File: config.mk
export PLATFORM = sky130hd
export DESIGN_NAME = ifd_instruction_field_decode
export DESIGN_NICKNAME = d
export VERILOG_FILES = /design/src/inc/ifd_pkg.sv /design/src/ifd_onehot_decode.sv /design/src/ifd_step_decode.sv /design/src/ifd_instruction_field_decode.sv
export SDC_FILE = /design/constraint.sdc
export NUM_CORES = 1
export LEC_CHECK = 0
export ABC_AREA = 1
export CORE_MARGIN = 10
export CORE_UTILIZATION = 57
export DETAILED_ROUTE_END_ITERATION = 12
export DONT_BUFFER_PORTS = 1
export PLACE_DENSITY = 0.81
export SKIP_CTS_REPAIR_TIMING = 1
export SLEW_MARGIN = 20
export SYNTH_ARGS = -nofsm -noshare
export SYNTH_HDL_FRONTEND = slang
export SYNTH_HIERARCHICAL = 1
export SYNTH_SLANG_ARGS = --single-unit
File: constraint.sdc
create_clock -name clock -period 0.8 [get_ports clock]
set_input_delay 0.2 -clock clock [delete_from_list [all_inputs] [get_ports clock]]
set_output_delay 0.2 -clock clock [all_outputs]
set_load 0.02 [all_outputs]
File: src/inc/ifd_pkg.sv
// ifd_pkg: instruction word layout, operand field positions and opcode patterns
// assumes a 14-bit instruction word with bit 13 as the most significant bit
package ifd_pkg;

    localparam int WORD_W = 14;
    localparam int REG_LOC_W = 7;
    localparam int BIT_IDX_W = 3;
    localparam int DATA_W = 8;
    localparam int PTR_COUNT = 2;

    ////////////////////////////////////////////////////////////////////////////////////////////////
    // operand field positions
    localparam int REG_LOC_LSB = 0;
    localparam int DEST_BIT = 7;
    localparam int BIT_IDX_LSB = 7;
    localparam int LIT8_LSB = 0;
    localparam int LIT11_LSB = 0;
    localparam int LIT7_LSB = 0;
    localparam int LIT5_LSB = 0;
    localparam int LIT9_LSB = 0;
    localparam int LIT6_LSB = 0;
    localparam int PTR_LIT_SEL_BIT = 6;
    localparam int PTR_STEP_SEL_BIT = 2;
    localparam int STEP_LSB = 0;
    localparam int BIT_TEST_BIT = 11;
    localparam int GROUP_LSB = 12;
    localparam int SUB_LSB = 8;

    ////////////////////////////////////////////////////////////////////////////////////////////////
    // opcode patterns
    localparam logic [1:0] GROUP_LOW = 2'h0;
    localparam logic [1:0] GROUP_BIT = 2'h1;
    localparam logic [1:0] GROUP_JUMP = 2'h2;
    localparam logic [1:0] GROUP_HIGH = 2'h3;
    localparam logic [3:0] SUB_NONE = 4'h0;
    localparam logic [15:0] HIGH_BYTE_SET = 16'h28E0;
    localparam logic [15:0] HIGH_LIT8_SET = 16'h5711;
    localparam logic [4:0] OFFSET_JUMP_OP = 5'h19;
    localparam logic [6:0] PAGE_LOAD_OP = 7'h63;
    localparam logic [6:0] PTR_ADD_OP = 7'h62;
    localparam logic [6:0] PTR_READ_LIT_OP = 7'h7E;
    localparam logic [6:0] PTR_WRITE_LIT_OP = 7'h7F;
    localparam logic [8:0] BANK_LOAD_OP = 9'h001;
    localparam logic [10:0] PTR_READ_STEP_OP = 11'h002;
    localparam logic [10:0] PTR_WRITE_STEP_OP = 11'h003;
    localparam logic [13:0] OP_IDLE = 14'h0000;
    localparam logic [13:0] OP_RETURN = 14'h0008;
    localparam logic [13:0] OP_RETURN_INT = 14'h0009;
    localparam logic [13:0] OP_CALL_ACC = 14'h000A;
    localparam logic [13:0] OP_JUMP_ACC = 14'h000B;
    localparam logic BIT_WRITE_FORM = 1'h0;

    ////////////////////////////////////////////////////////////////////////////////////////////////
    // enumerations
    typedef enum logic [10:0] {
        FMT_NONE = 11'h000,
        FMT_BYTE = 11'h001,
        FMT_BIT = 11'h002,
        FMT_LIT8 = 11'h004,
        FMT_JUMP11 = 11'h008,
        FMT_PAGE7 = 11'h010,
        FMT_BANK5 = 11'h020,
        FMT_OFFSET9 = 11'h040,
        FMT_PTR_LIT6 = 11'h080,
        FMT_PTR_STEP = 11'h100,
        FMT_OP_ONLY = 11'h200,
        FMT_ILLEGAL = 11'h400
    } ifd_format_type;

    typedef enum logic [1:0] {
        STEP_PRE_INC = 2'h0,
        STEP_PRE_DEC = 2'h1,
        STEP_POST_INC = 2'h2,
        STEP_POST_DEC = 2'h3
    } ifd_step_type;

endpackage

File: src/ifd_onehot_decode.sv
// ifd_onehot_decode: binary index to one-hot select
// assumes a same-clock binary index; purely combinational
`timescale 1ns/10ps
module ifd_onehot_decode #(
    parameter int IDX_W = 3,
    parameter int OUT_W = 8
)(
    input wire logic [IDX_W-1:0] index,
    output logic [OUT_W-1:0] select
);
    import ifd_pkg::*;

    generate
        if (OUT_W > (1 << IDX_W) || OUT_W < 2)
        begin : g_check
            $error("ifd_onehot_decode: output width does not fit index width");
        end
    endgenerate

    ////////////////////////////////////////////////////////////////////////////////////////////////
    // one output bit per position, exactly one set when index is below OUT_W, none set otherwise
    genvar gi;
    generate
        for (gi = 0; gi < OUT_W; gi++)
        begin : g_sel
            assign select[gi] = (index == IDX_W'(gi));
        end
    endgenerate

endmodule // ifd_onehot_decode

File: src/ifd_step_decode.sv
// ifd_step_decode: pointer step style to increment/decrement and pre/post flags
// assumes a same-clock 2-bit style field; purely combinational
`timescale 1ns/10ps
module ifd_step_decode (
    input wire logic [1:0] pointer_step_style,
    output ifd_pkg::ifd_step_type step,
    output logic step_pre,
    output logic step_down
);
    import ifd_pkg::*;

    ////////////////////////////////////////////////////////////////////////////////////////////////
    // four step styles
    always_comb
    begin
        step = ifd_step_type'(pointer_step_style);
        step_pre = 1'b0;
        step_down = 1'b0;
        unique case (step)
            STEP_PRE_INC:
            begin
                step_pre = 1'b1;
            end
            STEP_PRE_DEC:
            begin
                step_pre = 1'b1;
                step_down = 1'b1;
            end
            STEP_POST_INC:
            begin
                step_pre = 1'b0;
            end
            STEP_POST_DEC:
            begin
                step_down = 1'b1;
            end
        endcase
    end

endmodule // ifd_step_decode

File: src/ifd_instruction_field_decode.sv
// ifd_instruction_field_decode: registered operand field decoder for 14-bit instruction words
// assumes instr_word and instr_valid come from the fetch stage on the same clock
// Operation
// - register location is 7 bits, addresses 0x00 to 0x7F in current bank
// - destination bit 0 sends result to accumulator, 1 back to register
// - bit instructions: opcode 13..10, bit index 9..7, register 6..0
// - bit index selects exactly one bit of the 8-bit register
// - general literal: opcode 13..8, 8-bit constant 7..0
// - call and jump: opcode 13..11, 11-bit target 10..0
// - page latch load: opcode 13..7, 7-bit literal 6..0
// - bank select load: opcode 13..5, 5-bit literal 4..0
// - offset jump: opcode 13..9, 9-bit offset 8..0
// - pointer literal: opcode 13..7, pointer select bit 6, 6-bit literal
// - pointer select picks pointer 0 or 1 and its indirect port
// - pointer step: opcode 13..3, pointer select bit 2, style 1..0
// - step style picks pre/post increment or decrement
// - don't-care bit positions are never compared; fill them with 0
// - each instruction is one 14-bit word with opcode and operands
// - register operand is read before modify and store, even write-only
`timescale 1ns/10ps
module ifd_instruction_field_decode #(
    parameter int WORD_W = 14,
    parameter int PTR_COUNT = 2
)(
    input wire logic clock,
    input wire logic rst_n,
    input wire logic instr_valid,
    input wire logic [WORD_W-1:0] instr_word,
    output logic decode_valid_q,
    output ifd_pkg::ifd_format_type format_q,
    output logic illegal_q,
    output logic [ifd_pkg::REG_LOC_W-1:0] reg_loc_q,
    output logic result_to_acc_q,
    output logic result_to_reg_q,
    output logic reg_read_q,
    output logic reg_write_q,
    output logic [ifd_pkg::BIT_IDX_W-1:0] bit_index_q,
    output logic [ifd_pkg::DATA_W-1:0] bit_mask_q,
    output logic [7:0] lit8_q,
    output logic [10:0] lit11_q,
    output logic [6:0] lit7_q,
    output logic [4:0] lit5_q,
    output logic [8:0] lit9_q,
    output logic [5:0] lit6_q,
    output logic pointer_register_q,
    output logic [PTR_COUNT-1:0] indirect_port_q,
    output ifd_pkg::ifd_step_type pointer_step_style_q,
    output logic step_pre_q,
    output logic step_down_q
);
    import ifd_pkg::*;

    generate
        if (WORD_W != ifd_pkg::WORD_W)
        begin : g_word_check
            $error("ifd_instruction_field_decode: instruction word must be 14 bits");
        end
        if (PTR_COUNT != ifd_pkg::PTR_COUNT)
        begin : g_ptr_check
            $error("ifd_instruction_field_decode: exactly two pointer registers supported");
        end
    endgenerate

    ////////////////////////////////////////////////////////////////////////////////////////////////
    // word slices
    logic [13:0] word;
    logic [1:0] group;
    logic [3:0] sub;
    ifd_format_type format_d;
    logic dest_d;
    logic ptr_sel_d;
    logic [BIT_IDX_W-1:0] bit_index_d;
    logic [DATA_W-1:0] bit_mask_d;
    logic [PTR_COUNT-1:0] port_d;
    ifd_step_type step_d;
    logic step_pre_d;
    logic step_down_d;
    logic reg_read_d;
    logic reg_write_d;
    logic to_acc_d;
    logic to_reg_d;

    assign word = instr_word;
    assign group = word[GROUP_LSB +: 2];
    assign sub = word[SUB_LSB +: 4];
    assign dest_d = word[DEST_BIT];
    assign bit_index_d = word[BIT_IDX_LSB +: BIT_IDX_W];

    ////////////////////////////////////////////////////////////////////////////////////////////////
    // instruction format classification, only opcode positions are compared
    always_comb
    begin
        format_d = FMT_ILLEGAL;
        if (group == GROUP_BIT)
        begin
            format_d = FMT_BIT;
        end
        else if (group == GROUP_JUMP)
        begin
            format_d = FMT_JUMP11;
        end
        else if (group == GROUP_HIGH)
        begin
            if (word[13:9] == OFFSET_JUMP_OP)
            begin
                format_d = FMT_OFFSET9;
            end
            else if (word[13:7] == PAGE_LOAD_OP)
            begin
                format_d = FMT_PAGE7;
            end
            else if (word[13:7] == PTR_ADD_OP || word[13:7] == PTR_READ_LIT_OP || word[13:7] == PTR_WRITE_LIT_OP)
            begin
                format_d = FMT_PTR_LIT6;
            end
            else if (HIGH_BYTE_SET[sub])
            begin
                format_d = FMT_BYTE;
            end
            else if (HIGH_LIT8_SET[sub])
            begin
                format_d = FMT_LIT8;
            end
        end
        else
        begin
            if (sub != SUB_NONE || word[DEST_BIT])
            begin
                format_d = FMT_BYTE;
            end
            else if (word[13:5] == BANK_LOAD_OP)
            begin
                format_d = FMT_BANK5;
            end
            else if (word[13:3] == PTR_READ_STEP_OP || word[13:3] == PTR_WRITE_STEP_OP)
            begin
                format_d = FMT_PTR_STEP;
            end
            else if (word == OP_IDLE || word == OP_RETURN || word == OP_RETURN_INT || word == OP_CALL_ACC
                     || word == OP_JUMP_ACC)
            begin
                format_d = FMT_OP_ONLY;
            end
        end
    end

    ////////////////////////////////////////////////////////////////////////////////////////////////
    // pointer select from the bit its format uses
    always_comb
    begin
        if (format_d == FMT_PTR_STEP)
        begin
            ptr_sel_d = word[PTR_STEP_SEL_BIT];
        end
        else
        begin
            ptr_sel_d = word[PTR_LIT_SEL_BIT];
        end
    end

    ////////////////////////////////////////////////////////////////////////////////////////////////
    // register access and result routing
    always_comb
    begin
        reg_read_d = 1'b0;
        reg_write_d = 1'b0;
        to_acc_d = 1'b0;
        to_reg_d = 1'b0;
        unique case (format_d)
            FMT_BYTE:
            begin
                reg_read_d = 1'b1;
                reg_write_d = dest_d;
                to_acc_d = ~dest_d;
                to_reg_d = dest_d;
            end
            FMT_BIT:
            begin
                reg_read_d = 1'b1;
                reg_write_d = (word[BIT_TEST_BIT] == BIT_WRITE_FORM);
                to_reg_d = (word[BIT_TEST_BIT] == BIT_WRITE_FORM);
            end
            FMT_NONE, FMT_LIT8, FMT_JUMP11, FMT_PAGE7, FMT_BANK5, FMT_OFFSET9, FMT_PTR_LIT6, FMT_PTR_STEP,
            FMT_OP_ONLY, FMT_ILLEGAL:
            begin
                reg_read_d = 1'b0;
            end
        endcase
    end

    ////////////////////////////////////////////////////////////////////////////////////////////////
    // helper decoders
    ifd_onehot_decode #(
        .IDX_W(BIT_IDX_W),
        .OUT_W(DATA_W)
    ) u_bit_mask (
        .index(bit_index_d),
        .select(bit_mask_d)
    );

    ifd_onehot_decode #(
        .IDX_W(1),
        .OUT_W(PTR_COUNT)
    ) u_port_sel (
        .index(ptr_sel_d),
        .select(port_d)
    );

    ifd_step_decode u_step (
        .pointer_step_style(word[STEP_LSB +: 2]),
        .step(step_d),
        .step_pre(step_pre_d),
        .step_down(step_down_d)
    );

    ////////////////////////////////////////////////////////////////////////////////////////////////
    // valid pulse and format
    always_ff @(posedge clock or negedge rst_n)
    begin
        if (!rst_n)
        begin
            decode_valid_q <= 1'b0;
            format_q <= FMT_NONE;
            illegal_q <= 1'b0;
        end
        else
        begin
            decode_valid_q <= instr_valid;
            if (instr_valid)
            begin
                format_q <= format_d;
                illegal_q <= (format_d == FMT_ILLEGAL);
            end
        end
    end

    ////////////////////////////////////////////////////////////////////////////////////////////////
    // register operand and routing
    always_ff @(posedge clock or negedge rst_n)
    begin
        if (!rst_n)
        begin
            reg_loc_q <= '0;
            result_to_acc_q <= 1'b0;
            result_to_reg_q <= 1'b0;
            reg_read_q <= 1'b0;
            reg_write_q <= 1'b0;
        end
        else if (instr_valid)
        begin
            reg_loc_q <= word[REG_LOC_LSB +: REG_LOC_W];
            result_to_acc_q <= to_acc_d;
            result_to_reg_q <= to_reg_d;
            reg_read_q <= reg_read_d;
            reg_write_q <= reg_write_d;
        end
    end

    ////////////////////////////////////////////////////////////////////////////////////////////////
    // bit operand
    always_ff @(posedge clock or negedge rst_n)
    begin
        if (!rst_n)
        begin
            bit_index_q <= '0;
            bit_mask_q <= '0;
        end
        else if (instr_valid)
        begin
            bit_index_q <= bit_index_d;
            bit_mask_q <= bit_mask_d;
        end
    end

    ////////////////////////////////////////////////////////////////////////////////////////////////
    // literal fields
    always_ff @(posedge clock or negedge rst_n)
    begin
        if (!rst_n)
        begin
            lit8_q <= '0;
            lit11_q <= '0;
            lit7_q <= '0;
            lit5_q <= '0;
            lit9_q <= '0;
            lit6_q <= '0;
        end
        else if (instr_valid)
        begin
            lit8_q <= word[LIT8_LSB +: 8];
            lit11_q <= word[LIT11_LSB +: 11];
            lit7_q <= word[LIT7_LSB +: 7];
            lit5_q <= word[LIT5_LSB +: 5];
            lit9_q <= word[LIT9_LSB +: 9];
            lit6_q <= word[LIT6_LSB +: 6];
        end
    end

    ////////////////////////////////////////////////////////////////////////////////////////////////
    // pointer select and step style
    always_ff @(posedge clock or negedge rst_n)
    begin
        if (!rst_n)
        begin
            pointer_register_q <= 1'b0;
            indirect_port_q <= '0;
            pointer_step_style_q <= STEP_PRE_INC;
            step_pre_q <= 1'b0;
            step_down_q <= 1'b0;
        end
        else if (instr_valid)
        begin
            pointer_register_q <= ptr_sel_d;
            indirect_port_q <= port_d;
            pointer_step_style_q <= step_d;
            step_pre_q <= step_pre_d;
            step_down_q <= step_down_d;
        end
    end

endmodule // ifd_instruction_field_decode

# == Word-level counts from Yosys, hierarchy flattened ==
# Memory sizes are Yosys's and may differ from the RTL's.
# Cells that the tools add are included.
# word_totals
ff_bits,80
romBits,32
out_inout_bits,88
memories,2
# mem_list
memory,words,word_bits,read_ports,rd_ports_with_merged_regs,write_ports,line_no,text
(no name shown),16,1,1,0,0,ifd_instruction_field_decode.sv:120,else if (HIGH_LIT8_SET[sub])
(no name shown),16,1,1,0,0,ifd_instruction_field_decode.sv:116,else if (HIGH_BYTE_SET[sub])
# classes
n_lt_le_gt_ge,1
n_eq_ne,35
muxes,20
n_bitwise,3
reduce_logical,17
# ops
operator,count
11-bit two-way mux,12
14-bit by 4-bit == test with 1-bit output (second input constant),4
11-bit by 2-bit == test with 1-bit output (second input constant),3
7-bit == test (second input constant),4
14-bit zero test,1
3-bit == test (second input constant),4
11-bit by 1-bit == test with 1-bit output (second input constant),1
11-bit by 10-bit == test with 1-bit output (second input constant),1
11-bit == test (second input constant),1
11-bit by 3-bit == test with 1-bit output (second input constant),1
11-bit by 4-bit == test with 1-bit output (second input constant),1
11-bit by 5-bit == test with 1-bit output (second input constant),1
11-bit by 6-bit == test with 1-bit output (second input constant),1
11-bit by 7-bit == test with 1-bit output (second input constant),1
11-bit by 8-bit == test with 1-bit output (second input constant),1
11-bit by 9-bit == test with 1-bit output (second input constant),1
11-bit zero test,1
10-bit OR reduction,1
9-bit by 1-bit == test with 1-bit output (second input constant),1
1-bit logical OR,8
2-bit == test (second input constant),3
3-bit by 2-bit == test with 1-bit output (second input constant),2
1-bit two-way mux,6
2-bit OR reduction,3
9 further kinds,13

# == Depth between registers and ports, before layout ==
# depth
depth_word,15
depth_mapped,10

# == Modules after synthesis ==
# The synthesis kept the hierarchy.
# by_module_without_submodules
mod,instances,cells_each,area_each_um2,seq_area_each_um2
ifd_instruction_field_decode,1,262,2150.8,1051.0
ifd_onehot_decode at u_bit_mask,1,15,56.3,0.0
ifd_step_decode,1,4,22.5,0.0
ifd_onehot_decode at u_port_sel,1,2,11.3,0.0

# == Worst setup path before layout ==
# No wires, ideal clock.
# synth_timing
kind,input -> register
startpoint,in instr_word[9]
endpoint,reg indirect_port_q[1]
arrival_ns,0.950
setup_slack_ns,-0.267
path_stages,9
path_buffers,1
path_cell_list,nor2_1 -> nand3_1 -> nor2_1 -> nand3_1 -> nand2_1 -> inv_1 -> buf_4 -> nand2_1 -> nand2_1
# synth_between
elab_chain_cells,14
# synth_lines
item,line_no,text
from (decl),ifd_instruction_field_decode.sv:28,"input wire logic [WORD_W-1:0] instr_word,"
branches (longest 9 deep; another with memory 16 x 1 bit),--,
11-bit two-way mux *,ifd_instruction_field_decode.sv:102,else if (group == GROUP_HIGH)
11-bit two-way mux *,ifd_instruction_field_decode.sv:98,else if (group == GROUP_JUMP)
11-bit two-way mux *,ifd_instruction_field_decode.sv:94,if (group == GROUP_BIT)
11-bit by 9-bit == test with 1-bit output *,ifd_instruction_field_decode.sv:151,if (format_d == FMT_PTR_STEP)
1-bit two-way mux *,ifd_instruction_field_decode.sv:151,
net ptr_sel_d,ifd_instruction_field_decode.sv:71,logic ptr_sel_d;
to (signal assigned),ifd_instruction_field_decode.sv:314,indirect_port_q <= port_d;
to (decl),ifd_instruction_field_decode.sv:46,"output logic [PTR_COUNT-1:0] indirect_port_q,"
# Mark *: on every way through the listed nets, which the timed path passes. The select of a mux whose other input is x is not followed.
# A chain may end at the register's enable or synchronous reset.

==> flow_summary.yaml <==
outcome:
  status: "finished with violations"
  failed_checks: "negative hold slack, negative setup slack"
run:
  drv_cap: 0
placed_design:
  place.gp.congestion: 0.8672
  hpwl_um: 3779
  io_buffers: 0
  place_area_sq_um: 2401
die:
  die_y_um: 82.70
  die_area_sq_um: 6839
  coreArea_sq_um: 3744
  ioPinCount: 105
  fp.dieW_um: 82.70
  rows: 22
  start_util_pct: 59.86
critical_path:
  crit_family: "flip-flops"
  max_stage_delay_ps: 440
  critPathMaxFanout: 5
  end_kind: "output port"
  worstPathCellList: "buf_12"
  cp-start-kind: "flop"
  crit_type: "flop to output port"
  path_buf_inv: 1
  worstPathRequired_ps: 600
  crit_arrival_ps: 910
  cpMaxStageDelayCell: "dfrtp_2"
pwr:
  power.density_nw_per_um2: 1924
  leakage_nw: 1.317
  ir_drop_mv: 1.302
  total_power_mw: 5.053
layout:
  fill_cells: 297
  area.sequential_sq_um: 1091
  final_area_sq_um: 2626
  fin_nets: 298
  drive_gt1_share_pct: 37.23
  layout_common_cells: "nand2_1, dfrtp_2, buf_4, nor2_1, inv_1"
  antenna_cells_inserted: 0
  syn2layout_area_growth_pct: 17.20
  multiInputGateArea_sq_um: 732.0
  final_common_cell: "nand2_1"
yosys:
  synth_cells: 283
  ys_seq_area_share_pct: 46.90
  synth.net_count: 300
  synth_cell_types: 20
  synth_warnings: 6
  syn-cell-area_sq_um: 2241
  synth_area_per_cell_sq_um: 7.918
  ys_ff_latch: 42
timing:
  final_hold_viol_count: 42
  finalCritPeriodShare_pct: 138.9
  rsz0062_at_grt: "true"
  tns_ps: -22600
  tightest_slew_ps: 196.5
  fin_skew_ps: 0
  setup_ws_ps: -311.6
  hold_slack_ps: -405.6
  slew_headroom_pct: 86.76
  setup_viol: 89
  max_freq_mhz: 899.6
  period_minus_slack_ps: 1112
  drv_slew: 0
drt:
  route.vias.total: 1691
  postRouteAntennaNets: 0
  drtIter0Drc: 98
  wl_um: 5117
  wl_per_cell_um: 15.51
  firstDrtPassIters: 4
  drcViolationCount: 0
  vias_per_cell: 5.124
global_routing:
  grt_usage_pct: 14.88
  grt_pass1_vias: 1730
  grt_pass1_wl_um: 7866
  grt_antenna_before_repair: 0
  grt_max_degree: 43
  overflow: 0
clock_tree:
  path_clk_slew_ps: 70
  insertion_delay_ps: 290
  clockBufferDepth: 2
  cts_tree: "built"
  ctsHtreeMaxLevel: 2
  numCtsBuffers: 5
  cts-root-buf: "clkbuf_8"
  cts.sinks: 42
hold_path:
  hold_class: "primary input to async pin"
cell usage after synthesis:
cell type / count / area [sq um]
nand2_1: 98 / 367.9
buf_4: 49 / 367.9
dfrtp_1: 42 / 1051
nor2_1: 20 / 75.07
inv_1: 19 / 71.32
o21ai_0: 13 / 65.06
nand3_1: 10 / 50.05
buf_2: 6 / 30.03
nand4_1: 5 / 31.28
a21oi_1: 3 / 15.01
clkbuf_1: 3 / 11.26
nor2_2: 3 / 18.77
inv_2: 2 / 7.510
nand3_2: 2 / 20.02
nor3_1: 2 / 10.01
o21bai_1: 2 / 15.01
a31oi_1: 1 / 6.260
nor2_4: 1 / 11.26
o21ai_2: 1 / 8.760
o31ai_1: 1 / 7.510
sequential cells by signal, summed over array words and instances, names as in the netlist:
register	count
format_q	11
lit11_q	2
bit_index_q	2
pointer_step_style_q	2
reg_read_q	1
step_pre_q	1
step_down_q	1
bit_mask_q	8
lit8_q	7
result_to_acc_q	1
illegal_q	1
indirect_port_q	2
decode_valid_q	1
pointer_register_q	1
reg_write_q	1
logic make-up after synthesis:
group | share of synthesized area [%]
simple gates | 26.07
buf+inv | 21.78
compound gates | 5.248
flops | 46.90
final timing paths:
path,startpoint,endpoint,slack (ps),cells past startpoint
setup / recovery,lit8_q[0]$_DFFE_PN0P_,lit11_q[0],-310,1
hold / removal,rst_n,format_q[10]$_DFFE_PN0P_,-410,0
setup reg to reg,format_q[4]$_DFFE_PN0P_,format_q[4]$_DFFE_PN0P_,-20,3
hold reg to reg,bit_index_q[0]$_DFFE_PN0P_,bit_index_q[0]$_DFFE_PN0P_,530,2
max in group asynchronous,rst_n,bit_mask_q[6]$_DFFE_PN0P_,1110,0
min in group clock,instr_word[3],lit8_q[3]$_DFFE_PN0P_,20,2
per-layer routing:
layer	GRT usage (%)	up-vias	wire, um
met5	0	-	0
met4	6.856	0	76
met3	5.292	11	440
met2	25.54	56	2631
met1	16.06	800	1969
li1	-	824	-
final cells by class:
type | count | area share, %
Tap cell | 48 | 2.287
Timing Repair Buffer | 49 | 21.82
Clock buffer | 7 | 3.287
Clock inverter | 1 | 0.1906
Sequential cell | 42 | 41.54
Multi-Input combinational cell | 162 | 27.87
Inverter | 21 | 3.001
where the power goes:
| part | internal, mW | total, mW | switching, mW |
|---|---|---|---|
| sequential | 2.29 | 2.52 | 0.229 |
| combinational | 0.459 | 1.14 | 0.684 |
| clock | 0.696 | 1.39 | 0.693 |
per-stage QoR:
stage / worst slack [ps] / cells / utilization (%)
final: -311.6 / 330 / 70.15
after detailed placement: -229.8 / 315 / 64.14
after floorplan: -224.5 / 283 / -
after global routing: -340.8 / 330 / 70.15
after CTS: -322.0 / 323 / 66.58
after global placement: -188.7 / 315 / 64.14
Note: power is estimated with default switching activity, not from simulation.
